[config.mk]
export PLATFORM = sky130hd
export DESIGN_NAME = otpa_host
export DESIGN_NICKNAME = d
export VERILOG_FILES = /design/src/otpa_pkg.sv /design/src/otpa_host.sv
export VERILOG_INCLUDE_DIRS = /design/src
export SDC_FILE = /design/constraint.sdc
export NUM_CORES = 1
export LEC_CHECK = 0
export ABC_AREA = 0
export BUFFER_PORTS_ARGS = -buffer_cell sky130_fd_sc_hd__buf_4
export CORE_MARGIN = 5
export CORE_UTILIZATION = 52
export DETAILED_ROUTE_END_ITERATION = 16
export PLACE_DENSITY = 0.8
export SLEW_MARGIN = 25
export SYNTH_ARGS = -nofsm -noshare
export SYNTH_HDL_FRONTEND = slang
export SYNTH_SLANG_ARGS = --single-unit
[constraint.sdc]
create_clock -name clk_in -period 3.4 [get_ports clk_in]
set_clock_uncertainty 0.15 [all_clocks]
set_input_delay 0.17 -clock clk_in [delete_from_list [all_inputs] [get_ports clk_in]]
set_output_delay 0.17 -clock clk_in [all_outputs]
set_load 0.03 [all_outputs]
[src/otpa_regs.svh]
// Constants for the one-time-programmable area host controller.
// Assumes an x8 asynchronous command/address/data bus toward the device.
`ifndef OTPA_REGS_SVH
`define OTPA_REGS_SVH
// ****************************************
// Host register map (word addresses)
// ****************************************
`define OTPA_ADDR_CTRL 4'h0
`define OTPA_ADDR_PAGE 4'h1
`define OTPA_ADDR_COL 4'h2
`define OTPA_ADDR_WDATA 4'h3
`define OTPA_ADDR_RDATA 4'h4
`define OTPA_ADDR_STATUS 4'h5
`define OTPA_ADDR_COUNT 4'h6
// ****************************************
// Control fields
// ****************************************
`define OTPA_CTRL_OP_LSB 0
`define OTPA_CTRL_OP_MSB 2
`define OTPA_OP_ENTER 3'h1
`define OTPA_OP_PROTECT_MODE 3'h2
`define OTPA_OP_EXIT 3'h3
`define OTPA_OP_PROGRAM 3'h4
`define OTPA_OP_READ 3'h5
`define OTPA_OP_RAND_IN 3'h6
`define OTPA_OP_RAND_OUT 3'h7
// ****************************************
// Device command codes
// ****************************************
`define OTPA_CMD_SET_FEAT 8'hef
`define OTPA_FEAT_ADDR 8'h90
`define OTPA_P1_OTP 8'h01
`define OTPA_P1_PROTECT 8'h03
`define OTPA_P1_EXIT 8'h00
`define OTPA_CMD_READ1 8'h00
`define OTPA_CMD_READ2 8'h30
`define OTPA_CMD_PROG1 8'h80
`define OTPA_CMD_PROG2 8'h10
`define OTPA_CMD_RIN 8'h85
`define OTPA_CMD_ROUT1 8'h05
`define OTPA_CMD_ROUT2 8'he0
`define OTPA_CMD_STATUS 8'h70
`define OTPA_PAGE_FIRST 8'h02
`define OTPA_PAGE_LAST 8'h1f
`define OTPA_MAX_PARTIAL 3'h4
`define OTPA_ST_FAIL_BIT 0
`define OTPA_ST_READY_BIT 5
// ****************************************
// Timing (10 MHz clock)
// ****************************************
`define OTPA_CLK_NS 100
`define OTPA_STROBE_NS 100
`define OTPA_STROBE_CYC 2'h1
`define OTPA_WB_NS 200
`define OTPA_WB_CYC 3'((`OTPA_WB_NS + `OTPA_CLK_NS - 1) / `OTPA_CLK_NS)
`endif

[src/otpa_pkg.sv]
// Types for the one-time-programmable area host controller.
// Assumes otpa_regs.svh holds the register, command and timing numbers; the state codes stand here.
package otpa_pkg;
	typedef enum logic [8:0] {
		OTPA_IDLE = 9'h001,
		OTPA_CMD = 9'h002,
		OTPA_ADR = 9'h004,
		OTPA_DOUT = 9'h008,
		OTPA_CMD2 = 9'h010,
		OTPA_WAIT = 9'h020,
		OTPA_STAT = 9'h040,
		OTPA_DIN = 9'h080,
		OTPA_GAP = 9'h100
	} otpa_state_t;
endpackage

[src/otpa_host.sv]
// Host controller driving a NAND device's one-time-programmable area.
// Assumes an x8 asynchronous NAND bus sampled on clk_in; bus pins are synchronous.
//
// Implementation choices: the plain strobed port and the placing of the registers.
`timescale 1ns/1ps
`include "otpa_regs.svh"
module otpa_host
	import otpa_pkg::*;
(
	// Clock and reset
	input wire logic clk_in,
	input wire logic rst_in,
	// Register port
	input wire logic [3:0] reg_addr_in,
	input wire logic [31:0] reg_wdata_in,
	input wire logic reg_wr_in,
	input wire logic reg_rd_in,
	output logic [31:0] reg_rdata_out,
	// NAND bus
	output logic nand_ce_n_out,
	output logic nand_cle_out,
	output logic nand_ale_out,
	output logic nand_we_n_out,
	output logic read_strobe_n_out,
	input wire logic [7:0] nand_io_in,
	output logic [7:0] nand_io_out,
	output logic nand_io_oe_out,
	input wire logic nand_ready_in
);
	// ****************************************
	// Registers
	// ****************************************
	otpa_state_t state_q;
	logic [2:0] op_q;
	logic [7:0] page_q;
	logic [12:0] column_offset_q;
	logic [7:0] wdata_q;
	logic [7:0] rdata_q;
	logic [7:0] status_q;
	logic [7:0] count_q;
	logic [2:0] idx_q;
	logic [1:0] phase_q;
	logic [2:0] gap_q;
	logic busy_q;
	logic done_q;
	logic pass_q;
	logic protected_q;
	logic otp_mode_q;
	logic protect_mode_q;
	logic refused_q;
	logic [2:0] partial_q;
	logic [7:0] last_page_q;
	logic [7:0] byte_d;
	logic start;
	logic [2:0] op_start;

	// Decode of an operation that finishes with a status check
	function automatic logic op_checks_status(input logic [2:0] op);
		op_checks_status = (op == `OTPA_OP_PROGRAM) || (op == `OTPA_OP_READ);
	endfunction

	// Legal page and write order for a program
	function automatic logic prog_allowed(input logic [7:0] pg, input logic [7:0] last,
			input logic [2:0] parts, input logic pmode);
		if (pmode) begin
			prog_allowed = 1'b1;
		end else begin
			prog_allowed = (pg >= `OTPA_PAGE_FIRST) && (pg <= `OTPA_PAGE_LAST)
				&& (pg >= last)
				&& ((pg != last) || (parts < `OTPA_MAX_PARTIAL));
		end
	endfunction

	assign start = reg_wr_in && (reg_addr_in == `OTPA_ADDR_CTRL) && !busy_q;
	assign op_start = reg_wdata_in[`OTPA_CTRL_OP_MSB:`OTPA_CTRL_OP_LSB];

	// ****************************************
	// Register read port
	// ****************************************
	always_ff @(posedge clk_in or posedge rst_in) begin
		if (rst_in) begin
			reg_rdata_out <= 32'h0;
		end else if (reg_rd_in) begin
			case (reg_addr_in)
				`OTPA_ADDR_CTRL: reg_rdata_out <= {29'h0, op_q};
				`OTPA_ADDR_PAGE: reg_rdata_out <= {24'h0, page_q};
				`OTPA_ADDR_COL: reg_rdata_out <= {19'h0, column_offset_q};
				`OTPA_ADDR_WDATA: reg_rdata_out <= {24'h0, wdata_q};
				`OTPA_ADDR_RDATA: reg_rdata_out <= {24'h0, rdata_q};
				`OTPA_ADDR_STATUS: reg_rdata_out <= {16'h0, status_q, refused_q, protect_mode_q,
					otp_mode_q, protected_q, pass_q, done_q, busy_q, nand_ready_in};
				`OTPA_ADDR_COUNT: reg_rdata_out <= {24'h0, count_q};
				default: reg_rdata_out <= 32'h0;
			endcase
		end else begin
			reg_rdata_out <= 32'h0;
		end
	end

	// ****************************************
	// Register writes
	// ****************************************
	always_ff @(posedge clk_in or posedge rst_in) begin
		if (rst_in) begin
			page_q <= 8'h0;
			column_offset_q <= 13'h0;
			wdata_q <= 8'hff;
			count_q <= 8'h1;
		end else if (reg_wr_in && !busy_q) begin
			case (reg_addr_in)
				`OTPA_ADDR_PAGE: page_q <= reg_wdata_in[7:0];
				`OTPA_ADDR_COL: column_offset_q <= reg_wdata_in[12:0];
				`OTPA_ADDR_WDATA: wdata_q <= reg_wdata_in[7:0];
				`OTPA_ADDR_COUNT: count_q <= reg_wdata_in[7:0];
				default: count_q <= count_q;
			endcase
		end
	end

	// ****************************************
	// Byte presented on the bus per step
	// ****************************************
	always_comb begin
		byte_d = 8'h0;
		case (state_q)
			OTPA_CMD: begin
				case (op_q)
					`OTPA_OP_ENTER, `OTPA_OP_PROTECT_MODE, `OTPA_OP_EXIT:
						byte_d = `OTPA_CMD_SET_FEAT;
					`OTPA_OP_PROGRAM: byte_d = `OTPA_CMD_PROG1;
					`OTPA_OP_RAND_IN: byte_d = `OTPA_CMD_RIN;
					`OTPA_OP_RAND_OUT: byte_d = `OTPA_CMD_ROUT1;
					default: byte_d = `OTPA_CMD_READ1;
				endcase
			end
			OTPA_ADR: begin
				if (op_q == `OTPA_OP_ENTER || op_q == `OTPA_OP_PROTECT_MODE
						|| op_q == `OTPA_OP_EXIT) begin
					byte_d = `OTPA_FEAT_ADDR;
				end else if (protect_mode_q && op_q == `OTPA_OP_PROGRAM) begin
					byte_d = 8'h0;
				end else begin
					case (idx_q)
						3'h0: byte_d = column_offset_q[7:0];
						3'h1: byte_d = {3'h0, column_offset_q[12:8]};
						3'h2: byte_d = page_q;
						default: byte_d = 8'h0;
					endcase
				end
			end
			OTPA_DOUT: begin
				if (op_q == `OTPA_OP_ENTER && idx_q == 3'h0) begin
					byte_d = `OTPA_P1_OTP;
				end else if (op_q == `OTPA_OP_PROTECT_MODE && idx_q == 3'h0) begin
					byte_d = `OTPA_P1_PROTECT;
				end else if (op_q == `OTPA_OP_EXIT && idx_q == 3'h0) begin
					byte_d = `OTPA_P1_EXIT;
				end else if (op_q == `OTPA_OP_ENTER || op_q == `OTPA_OP_PROTECT_MODE
						|| op_q == `OTPA_OP_EXIT) begin
					byte_d = 8'h0;
				end else begin
					byte_d = protect_mode_q ? 8'h0 : wdata_q;
				end
			end
			OTPA_CMD2: begin
				case (op_q)
					`OTPA_OP_READ: byte_d = `OTPA_CMD_READ2;
					`OTPA_OP_RAND_OUT: byte_d = `OTPA_CMD_ROUT2;
					default: byte_d = `OTPA_CMD_PROG2;
				endcase
			end
			OTPA_STAT: byte_d = `OTPA_CMD_STATUS;
			default: byte_d = 8'h0;
		endcase
	end

	// ****************************************
	// Sequencer
	// ****************************************
	always_ff @(posedge clk_in or posedge rst_in) begin
		if (rst_in) begin
			state_q <= OTPA_IDLE;
			op_q <= 3'h0;
			idx_q <= 3'h0;
			phase_q <= 2'h0;
			gap_q <= 3'h0;
			busy_q <= 1'b0;
			done_q <= 1'b0;
			pass_q <= 1'b0;
			rdata_q <= 8'h0;
			status_q <= 8'h0;
			protected_q <= 1'b0;
			otp_mode_q <= 1'b0;
			protect_mode_q <= 1'b0;
			refused_q <= 1'b0;
			partial_q <= 3'h0;
			last_page_q <= 8'h0;
			nand_ce_n_out <= 1'b1;
			nand_cle_out <= 1'b0;
			nand_ale_out <= 1'b0;
			nand_we_n_out <= 1'b1;
			read_strobe_n_out <= 1'b1;
			nand_io_out <= 8'h0;
			nand_io_oe_out <= 1'b0;
		end else begin
			case (state_q)
				OTPA_IDLE: begin
					nand_ce_n_out <= 1'b1;
					if (start) begin
						op_q <= op_start;
						done_q <= 1'b0;
						refused_q <= 1'b0;
						if (op_start == `OTPA_OP_PROGRAM && (protected_q
								|| !prog_allowed(page_q, last_page_q, partial_q,
								protect_mode_q))) begin
							refused_q <= 1'b1;
							done_q <= 1'b1;
						end else if (op_start != 3'h0 && (otp_mode_q || protect_mode_q
								|| op_start <= `OTPA_OP_EXIT)) begin
							busy_q <= 1'b1;
							idx_q <= 3'h0;
							phase_q <= 2'h0;
							state_q <= OTPA_CMD;
						end else begin
							refused_q <= 1'b1;
							done_q <= 1'b1;
						end
					end
				end
				OTPA_CMD, OTPA_ADR, OTPA_DOUT, OTPA_CMD2, OTPA_STAT: begin
					// Two cycles per write: strobe low, then rising edge latches
					nand_ce_n_out <= 1'b0;
					nand_cle_out <= (state_q == OTPA_CMD) || (state_q == OTPA_CMD2)
						|| (state_q == OTPA_STAT);
					nand_ale_out <= (state_q == OTPA_ADR);
					nand_io_out <= byte_d;
					nand_io_oe_out <= 1'b1;
					phase_q <= phase_q + 2'h1;
					nand_we_n_out <= (phase_q != 2'h0);
					if (phase_q == `OTPA_STROBE_CYC) begin
						phase_q <= 2'h0;
						idx_q <= idx_q + 3'h1;
						case (state_q)
							OTPA_CMD: begin
								idx_q <= 3'h0;
								state_q <= OTPA_ADR;
							end
							OTPA_ADR: begin
								if (op_q == `OTPA_OP_ENTER || op_q == `OTPA_OP_PROTECT_MODE
										|| op_q == `OTPA_OP_EXIT) begin
									idx_q <= 3'h0;
									state_q <= OTPA_DOUT;
								end else if ((op_q == `OTPA_OP_RAND_IN
										|| op_q == `OTPA_OP_RAND_OUT) && idx_q == 3'h1) begin
									idx_q <= 3'h0;
									state_q <= (op_q == `OTPA_OP_RAND_IN) ? OTPA_DOUT
										: OTPA_CMD2;
								end else if (protect_mode_q && op_q == `OTPA_OP_PROGRAM
										&& idx_q == 3'h3) begin
									idx_q <= 3'h0;
									state_q <= OTPA_DOUT;
								end else if (idx_q == 3'h4) begin
									idx_q <= 3'h0;
									state_q <= (op_q == `OTPA_OP_READ) ? OTPA_CMD2
										: OTPA_DOUT;
								end
							end
							OTPA_DOUT: begin
								if (op_q <= `OTPA_OP_EXIT) begin
									if (idx_q == 3'h3) begin
										state_q <= OTPA_GAP;
									end
								end else if ({5'h0, idx_q} + 8'h1 >= count_q) begin
									// RAND_IN leaves the page open for more
									state_q <= (op_q == `OTPA_OP_RAND_IN) ? OTPA_GAP
										: OTPA_CMD2;
								end
							end
							OTPA_CMD2: begin
								state_q <= (op_q == `OTPA_OP_RAND_OUT) ? OTPA_GAP
									: OTPA_WAIT;
							end
							default: begin
								state_q <= OTPA_GAP;
							end
						endcase
						gap_q <= `OTPA_WB_CYC;
					end
				end
				OTPA_WAIT: begin
					// Busy covers program, protect-mode program and page read
					nand_cle_out <= 1'b0;
					nand_io_oe_out <= 1'b0;
					if (gap_q != 3'h0) begin
						gap_q <= gap_q - 3'h1;
					end else if (nand_ready_in) begin
						state_q <= OTPA_STAT;
					end
				end
				OTPA_GAP: begin
					nand_cle_out <= 1'b0;
					nand_ale_out <= 1'b0;
					nand_we_n_out <= 1'b1;
					nand_io_oe_out <= 1'b0;
					if (idx_q == 3'h1 && state_q == OTPA_GAP && op_checks_status(op_q)
							&& read_strobe_n_out) begin
						read_strobe_n_out <= 1'b0;
					end else if (!read_strobe_n_out) begin
						read_strobe_n_out <= 1'b1;
						status_q <= nand_io_in;
						if (nand_io_in[`OTPA_ST_READY_BIT]) begin
							pass_q <= !nand_io_in[`OTPA_ST_FAIL_BIT];
							if (op_q == `OTPA_OP_PROGRAM && protect_mode_q
									&& !nand_io_in[`OTPA_ST_FAIL_BIT]) begin
								protected_q <= 1'b1;
							end else if (op_q == `OTPA_OP_PROGRAM
									&& !nand_io_in[`OTPA_ST_FAIL_BIT]) begin
								partial_q <= (page_q == last_page_q) ? partial_q + 3'h1
									: 3'h1;
								last_page_q <= page_q;
							end
						end
						if (op_q == `OTPA_OP_READ) begin
							// Then fetch one byte by random data output
							state_q <= OTPA_CMD;
							op_q <= `OTPA_OP_RAND_OUT;
							idx_q <= 3'h0;
						end else begin
							busy_q <= 1'b0;
							done_q <= 1'b1;
							state_q <= OTPA_IDLE;
						end
					end else if (gap_q != 3'h0) begin
						gap_q <= gap_q - 3'h1;
					end else if (op_q == `OTPA_OP_RAND_OUT && idx_q != 3'h0) begin
						// Single byte fetch, one read strobe pulse, then OTPA_DIN
						read_strobe_n_out <= 1'b0;
						idx_q <= 3'h0;
						state_q <= OTPA_DIN;
					end else begin
						if (op_q == `OTPA_OP_ENTER) begin
							otp_mode_q <= 1'b1;
							protect_mode_q <= 1'b0;
						end else if (op_q == `OTPA_OP_PROTECT_MODE) begin
							protect_mode_q <= 1'b1;
							otp_mode_q <= 1'b0;
						end else if (op_q == `OTPA_OP_EXIT) begin
							otp_mode_q <= 1'b0;
							protect_mode_q <= 1'b0;
						end
						busy_q <= 1'b0;
						done_q <= 1'b1;
						pass_q <= 1'b1;
						state_q <= OTPA_IDLE;
					end
				end
				OTPA_DIN: begin
					read_strobe_n_out <= 1'b1;
					rdata_q <= nand_io_in;
					busy_q <= 1'b0;
					done_q <= 1'b1;
					state_q <= OTPA_IDLE;
				end
				default: begin
					state_q <= OTPA_IDLE;
				end
			endcase
			if (state_q == OTPA_STAT && phase_q == `OTPA_STROBE_CYC) begin
				idx_q <= 3'h1;
			end
		end
	end
endmodule

==> impl_metrics.env <==
export IMPL_status="finished, final reports clean"
export IMPL_first_pass_iters=6
export IMPL_finalSetupTns_ps=0
export IMPL_fin_crit_ps=3070
export IMPL_fp_dieW_um=123
export IMPL_grt_pass1_vias=5646
export IMPL_grt_ovfl_total=0
export IMPL_cts_made_buffers=17
export IMPL_synth_distinct_cells=75
export IMPL_clkLatencyLatePin_ps=420
export IMPL_finalWirelength_um=19500
export IMPL_yosys_area_share_adder_pct=3.80
export IMPL_hp_class="in2reg"
export IMPL_async_flop_share_pct=100
export IMPL_worst_ep_arrival_time_ps=3220
export IMPL_cts_hold_repair_buffers=24
export IMPL_yosys_most_used_dff="dfrtp_1"
export IMPL_synth_cells=647
export IMPL_cts_tree="done"
export IMPL_ys_seq_elements=121
export IMPL_rsz0062_at_grt="false"
export IMPL_place_hpwl_um=14000
export IMPL_syn_area_mm2=0.00659
export IMPL_start_util_pct=52.6
export IMPL_final_util_pct=64.1
export IMPL_worstPathRequired_ps=3540
export IMPL_ctsResizeCount=0
export IMPL_gp_congestion=0.945
export IMPL_p_clk_share_pct=52.8
export IMPL_cpPeakStageDelay_ps=510
export IMPL_top_layer_used="met4"
export IMPL_max_freq_mhz=326
export IMPL_path_cells="xor2_1 > o21ai_0 > o22a_1 > o2111ai_1 > a211oi_4 > mux2_2"
export IMPL_r2r_setup_slack_ps=330
export IMPL_cp_slowest_cell="o22a_1"
export IMPL_p_int_mw=2.71
export IMPL_synth_area_per_cell_um2=10.2
export IMPL_slew_viol_final=0
export IMPL_hp_start="reg_addr_in[3]"
export IMPL_hold_violations=0
export IMPL_gr_usage_all_layers_pct=26.9
export IMPL_muxShareOfSynthArea_pct=10.8
export IMPL_netlist_top_cells_area="dfrtp_1 41%, mux2_2 9.2%, dfstp_2 5.2%"
export IMPL_clk_pin_slew_ps=60
export IMPL_switching_power_mw=0.782
export IMPL_design_area_mm2=0.00802
export IMPL_seq_area_frac_synth_pct=46.2
export IMPL_synth_compound_area_share_pct=17.6
export IMPL_num_antenna_cells=0
export IMPL_synth_top_area_share_pct=41.0
export IMPL_path_class="reg2reg"
export IMPL_ctsHtreeMaxLevel=4
export IMPL_r2r_end="state_q[4]"
export IMPL_synth_xor_area_share_pct=0.532
export IMPL_switching_share_pct=22.4
export IMPL_comb_power_share_pct=5.3
export IMPL_drc=0
export IMPL_io_pins=95
export IMPL_wl_per_cell_um=21.2
export IMPL_grt_max_degree=63
export IMPL_setup_ws_ps=328
export IMPL_worst_path_buf_inv=0
export IMPL_crit_fanout=10
export IMPL_die_area_mm2=0.0150
export IMPL_p_leak_nw=3.70
export IMPL_root_buffer="clkbuf_16"
export IMPL_reg2reg_from="state_q[2]"
export IMPL_vias_per_cell=6.21
export IMPL_r2r_cells=6
export IMPL_wl_met2_um=9570
export IMPL_power_frac_seq_pct=41.9
export IMPL_fp_dieH_um=123
export IMPL_grt_pass1_wl_um=30600
export IMPL_cp_top_family="compound AO/OA/AOI/OAI gates"
export IMPL_synth_top_family_by_area="compound AO/OA/AOI/OAI gates"
export IMPL_synth_edf_count=0
export IMPL_yosys_area_top_type="dfrtp_1"
export IMPL_worst_pin_slew_ps=823
export IMPL_antenna_found_initial=1
export IMPL_fin_crit_sh_pct=90.4
export IMPL_place_area_mm2=0.00717
export IMPL_row_count=41
export IMPL_hold_path_endpoint="reg_rdata_out[3]"
export IMPL_port_buffers=59
export IMPL_cap_viol_max_count=0
export IMPL_final_nets=803
export IMPL_drtIter0Drc=603
export IMPL_power_density_mw_per_mm2=436
export IMPL_worst_setup_path_start_kind="register"
export IMPL_dp_slack_ps=388
export IMPL_maxSlewHeadroom_pct=45.1
export IMPL_vias=5707
export IMPL_p_total_mw=3.49
export IMPL_met1_length_um=7520
export IMPL_area_growth_pct=21.8
export IMPL_holdPathStages=3
export IMPL_drive_gt1_share_pct=26.0
export IMPL_clock_tree_buffer_depth=2
export IMPL_cts_sinks=121
export IMPL_cp_end_kind="register"
export IMPL_core_area_mm2=0.0125
export IMPL_drtAntennaViolNets=0
export IMPL_route_met3_wl_um=1700
export IMPL_postCtsSetupBuffers=0
export IMPL_yosysWarnings=0
export IMPL_ir_drop_v=0.000544
export IMPL_synth_simple_area_share_pct=15.6
export IMPL_setup_viol=0
through the flow:
step / std cells / hold slack, ps
4_1_cts: 919 / 6.43
2_1_floorplan: 662 / 117
5_1_grt: 919 / 22.2
3_5_place_dp: 863 / 244
6_report: 919 / 15.9
3_3_place_gp: 863 / 239
worst max-delay path by stage:
stage | slack [ps] | cells past startpoint | from | to
CTS | 380 | 6 | state_q[2] | state_q[4]
detailed placement | 390 | 6 | state_q[2] | state_q[6]
global route | 210 | 6 | state_q[2] | state_q[4]
global placement | 510 | 6 | state_q[2] | state_q[1]
finish | 330 | 6 | state_q[2] | state_q[4]
floorplan | 780 | 6 | page_q[7] | idx_q[0]
registers in the layout (all words and copies together), names as in the netlist, 8 cells and up:
signal,count
count_q,8
rdata_q,8
page_q,8
nand_io_out,8
reg_rdata_out,16
column_offset_q,13
last_page_q,8
state_q,9
status_q,8
wdata_q,8
power groups by stage:
stage | Clock (mW) | Combinational [mW] | Sequential, mW
after floorplan | 0 | 0.110 | 1.48
after global placement | 0 | 0.157 | 1.49
after detailed placement | 0 | 0.160 | 1.49
after CTS | 1.85 | 0.183 | 1.46
after global routing | 1.93 | 0.201 | 1.46
final | 1.85 | 0.185 | 1.46
metal layers:
layer  up-vias  global-route usage (%)
li1       2518                       -
met1      2802                    34.1
met2       322                    44.2
met3        65                    6.73
met4         0                    11.3
met5         -                       0
kinds of logic (layout without fill, tap and decap cells):
| logic type | Yosys count | in the layout |
|---|---|---|
| AO/OA/AOI/OAI | 164 | 164 |
| XOR/XNOR | 4 | 4 |
| adder cells (fa/ha/maj) | 20 | 20 |
| buffers and inverters | 75 | 160 |
| flip-flops | 121 | 121 |
| multiplexers | 63 | 63 |
| other | 1 | 16 |
| AND/OR/NAND/NOR | 199 | 199 |
cell usage after synthesis (7+ instances only):
master    count
mux2_2       54
o21ai_0      39
ha_1         20
inv_1        30
nor2b_1      10
nand2b_1     10
a22oi_1      28
a31oi_1      16
nand3_1      16
a221oi_1      7
nand2_1      46
clkbuf_1     20
dfrtp_1     108
nor2_1       54
a21oi_1      22
nor3_1       12
buf_4        16
and3_1        9
dfstp_2      13
area by class of cell:
cell class,count,area (um2)
well taps,172,215
clock buffers,21,460
repair buffers,98,796
flip-flops and latches,121,3040
clock inverters,11,146
inverters,30,116
fillers,980,4500
multi-input cells,466,3240
cell usage in the layout, fill, tap and decap left out, types with 4 or more instances in the layout:
master and n:
a21oi_1 22, a221oi_1 7, a22oi_1 28, a31oi_1 16, and2_1 4, and3_1 9, buf_4 74, clkbuf_16 17
conb_1 16, dfrtp_1 108, dfstp_2 13, dlygate4sd3_1 24, ha_1 20, inv_1 29, mux2_2 54, mux2i_1 6
nand2_1 46, nand2b_1 10, nand3_1 16, nand4_1 5, nor2_1 54, nor2b_1 10, nor3_1 12, nor3b_1 5
nor4_1 4, o21a_1 4, o21ai_0 39, o22ai_1 6, o31ai_1 6, or2_2 6
worst min-delay path: cells and delay by family:
kind / cells / cell delay (ps)
buffers and inverters: 1 / 150
AND/OR/NAND/NOR: 1 / 120
AO/OA/AOI/OAI: 1 / 80
(Power assumes the default switching activity.)
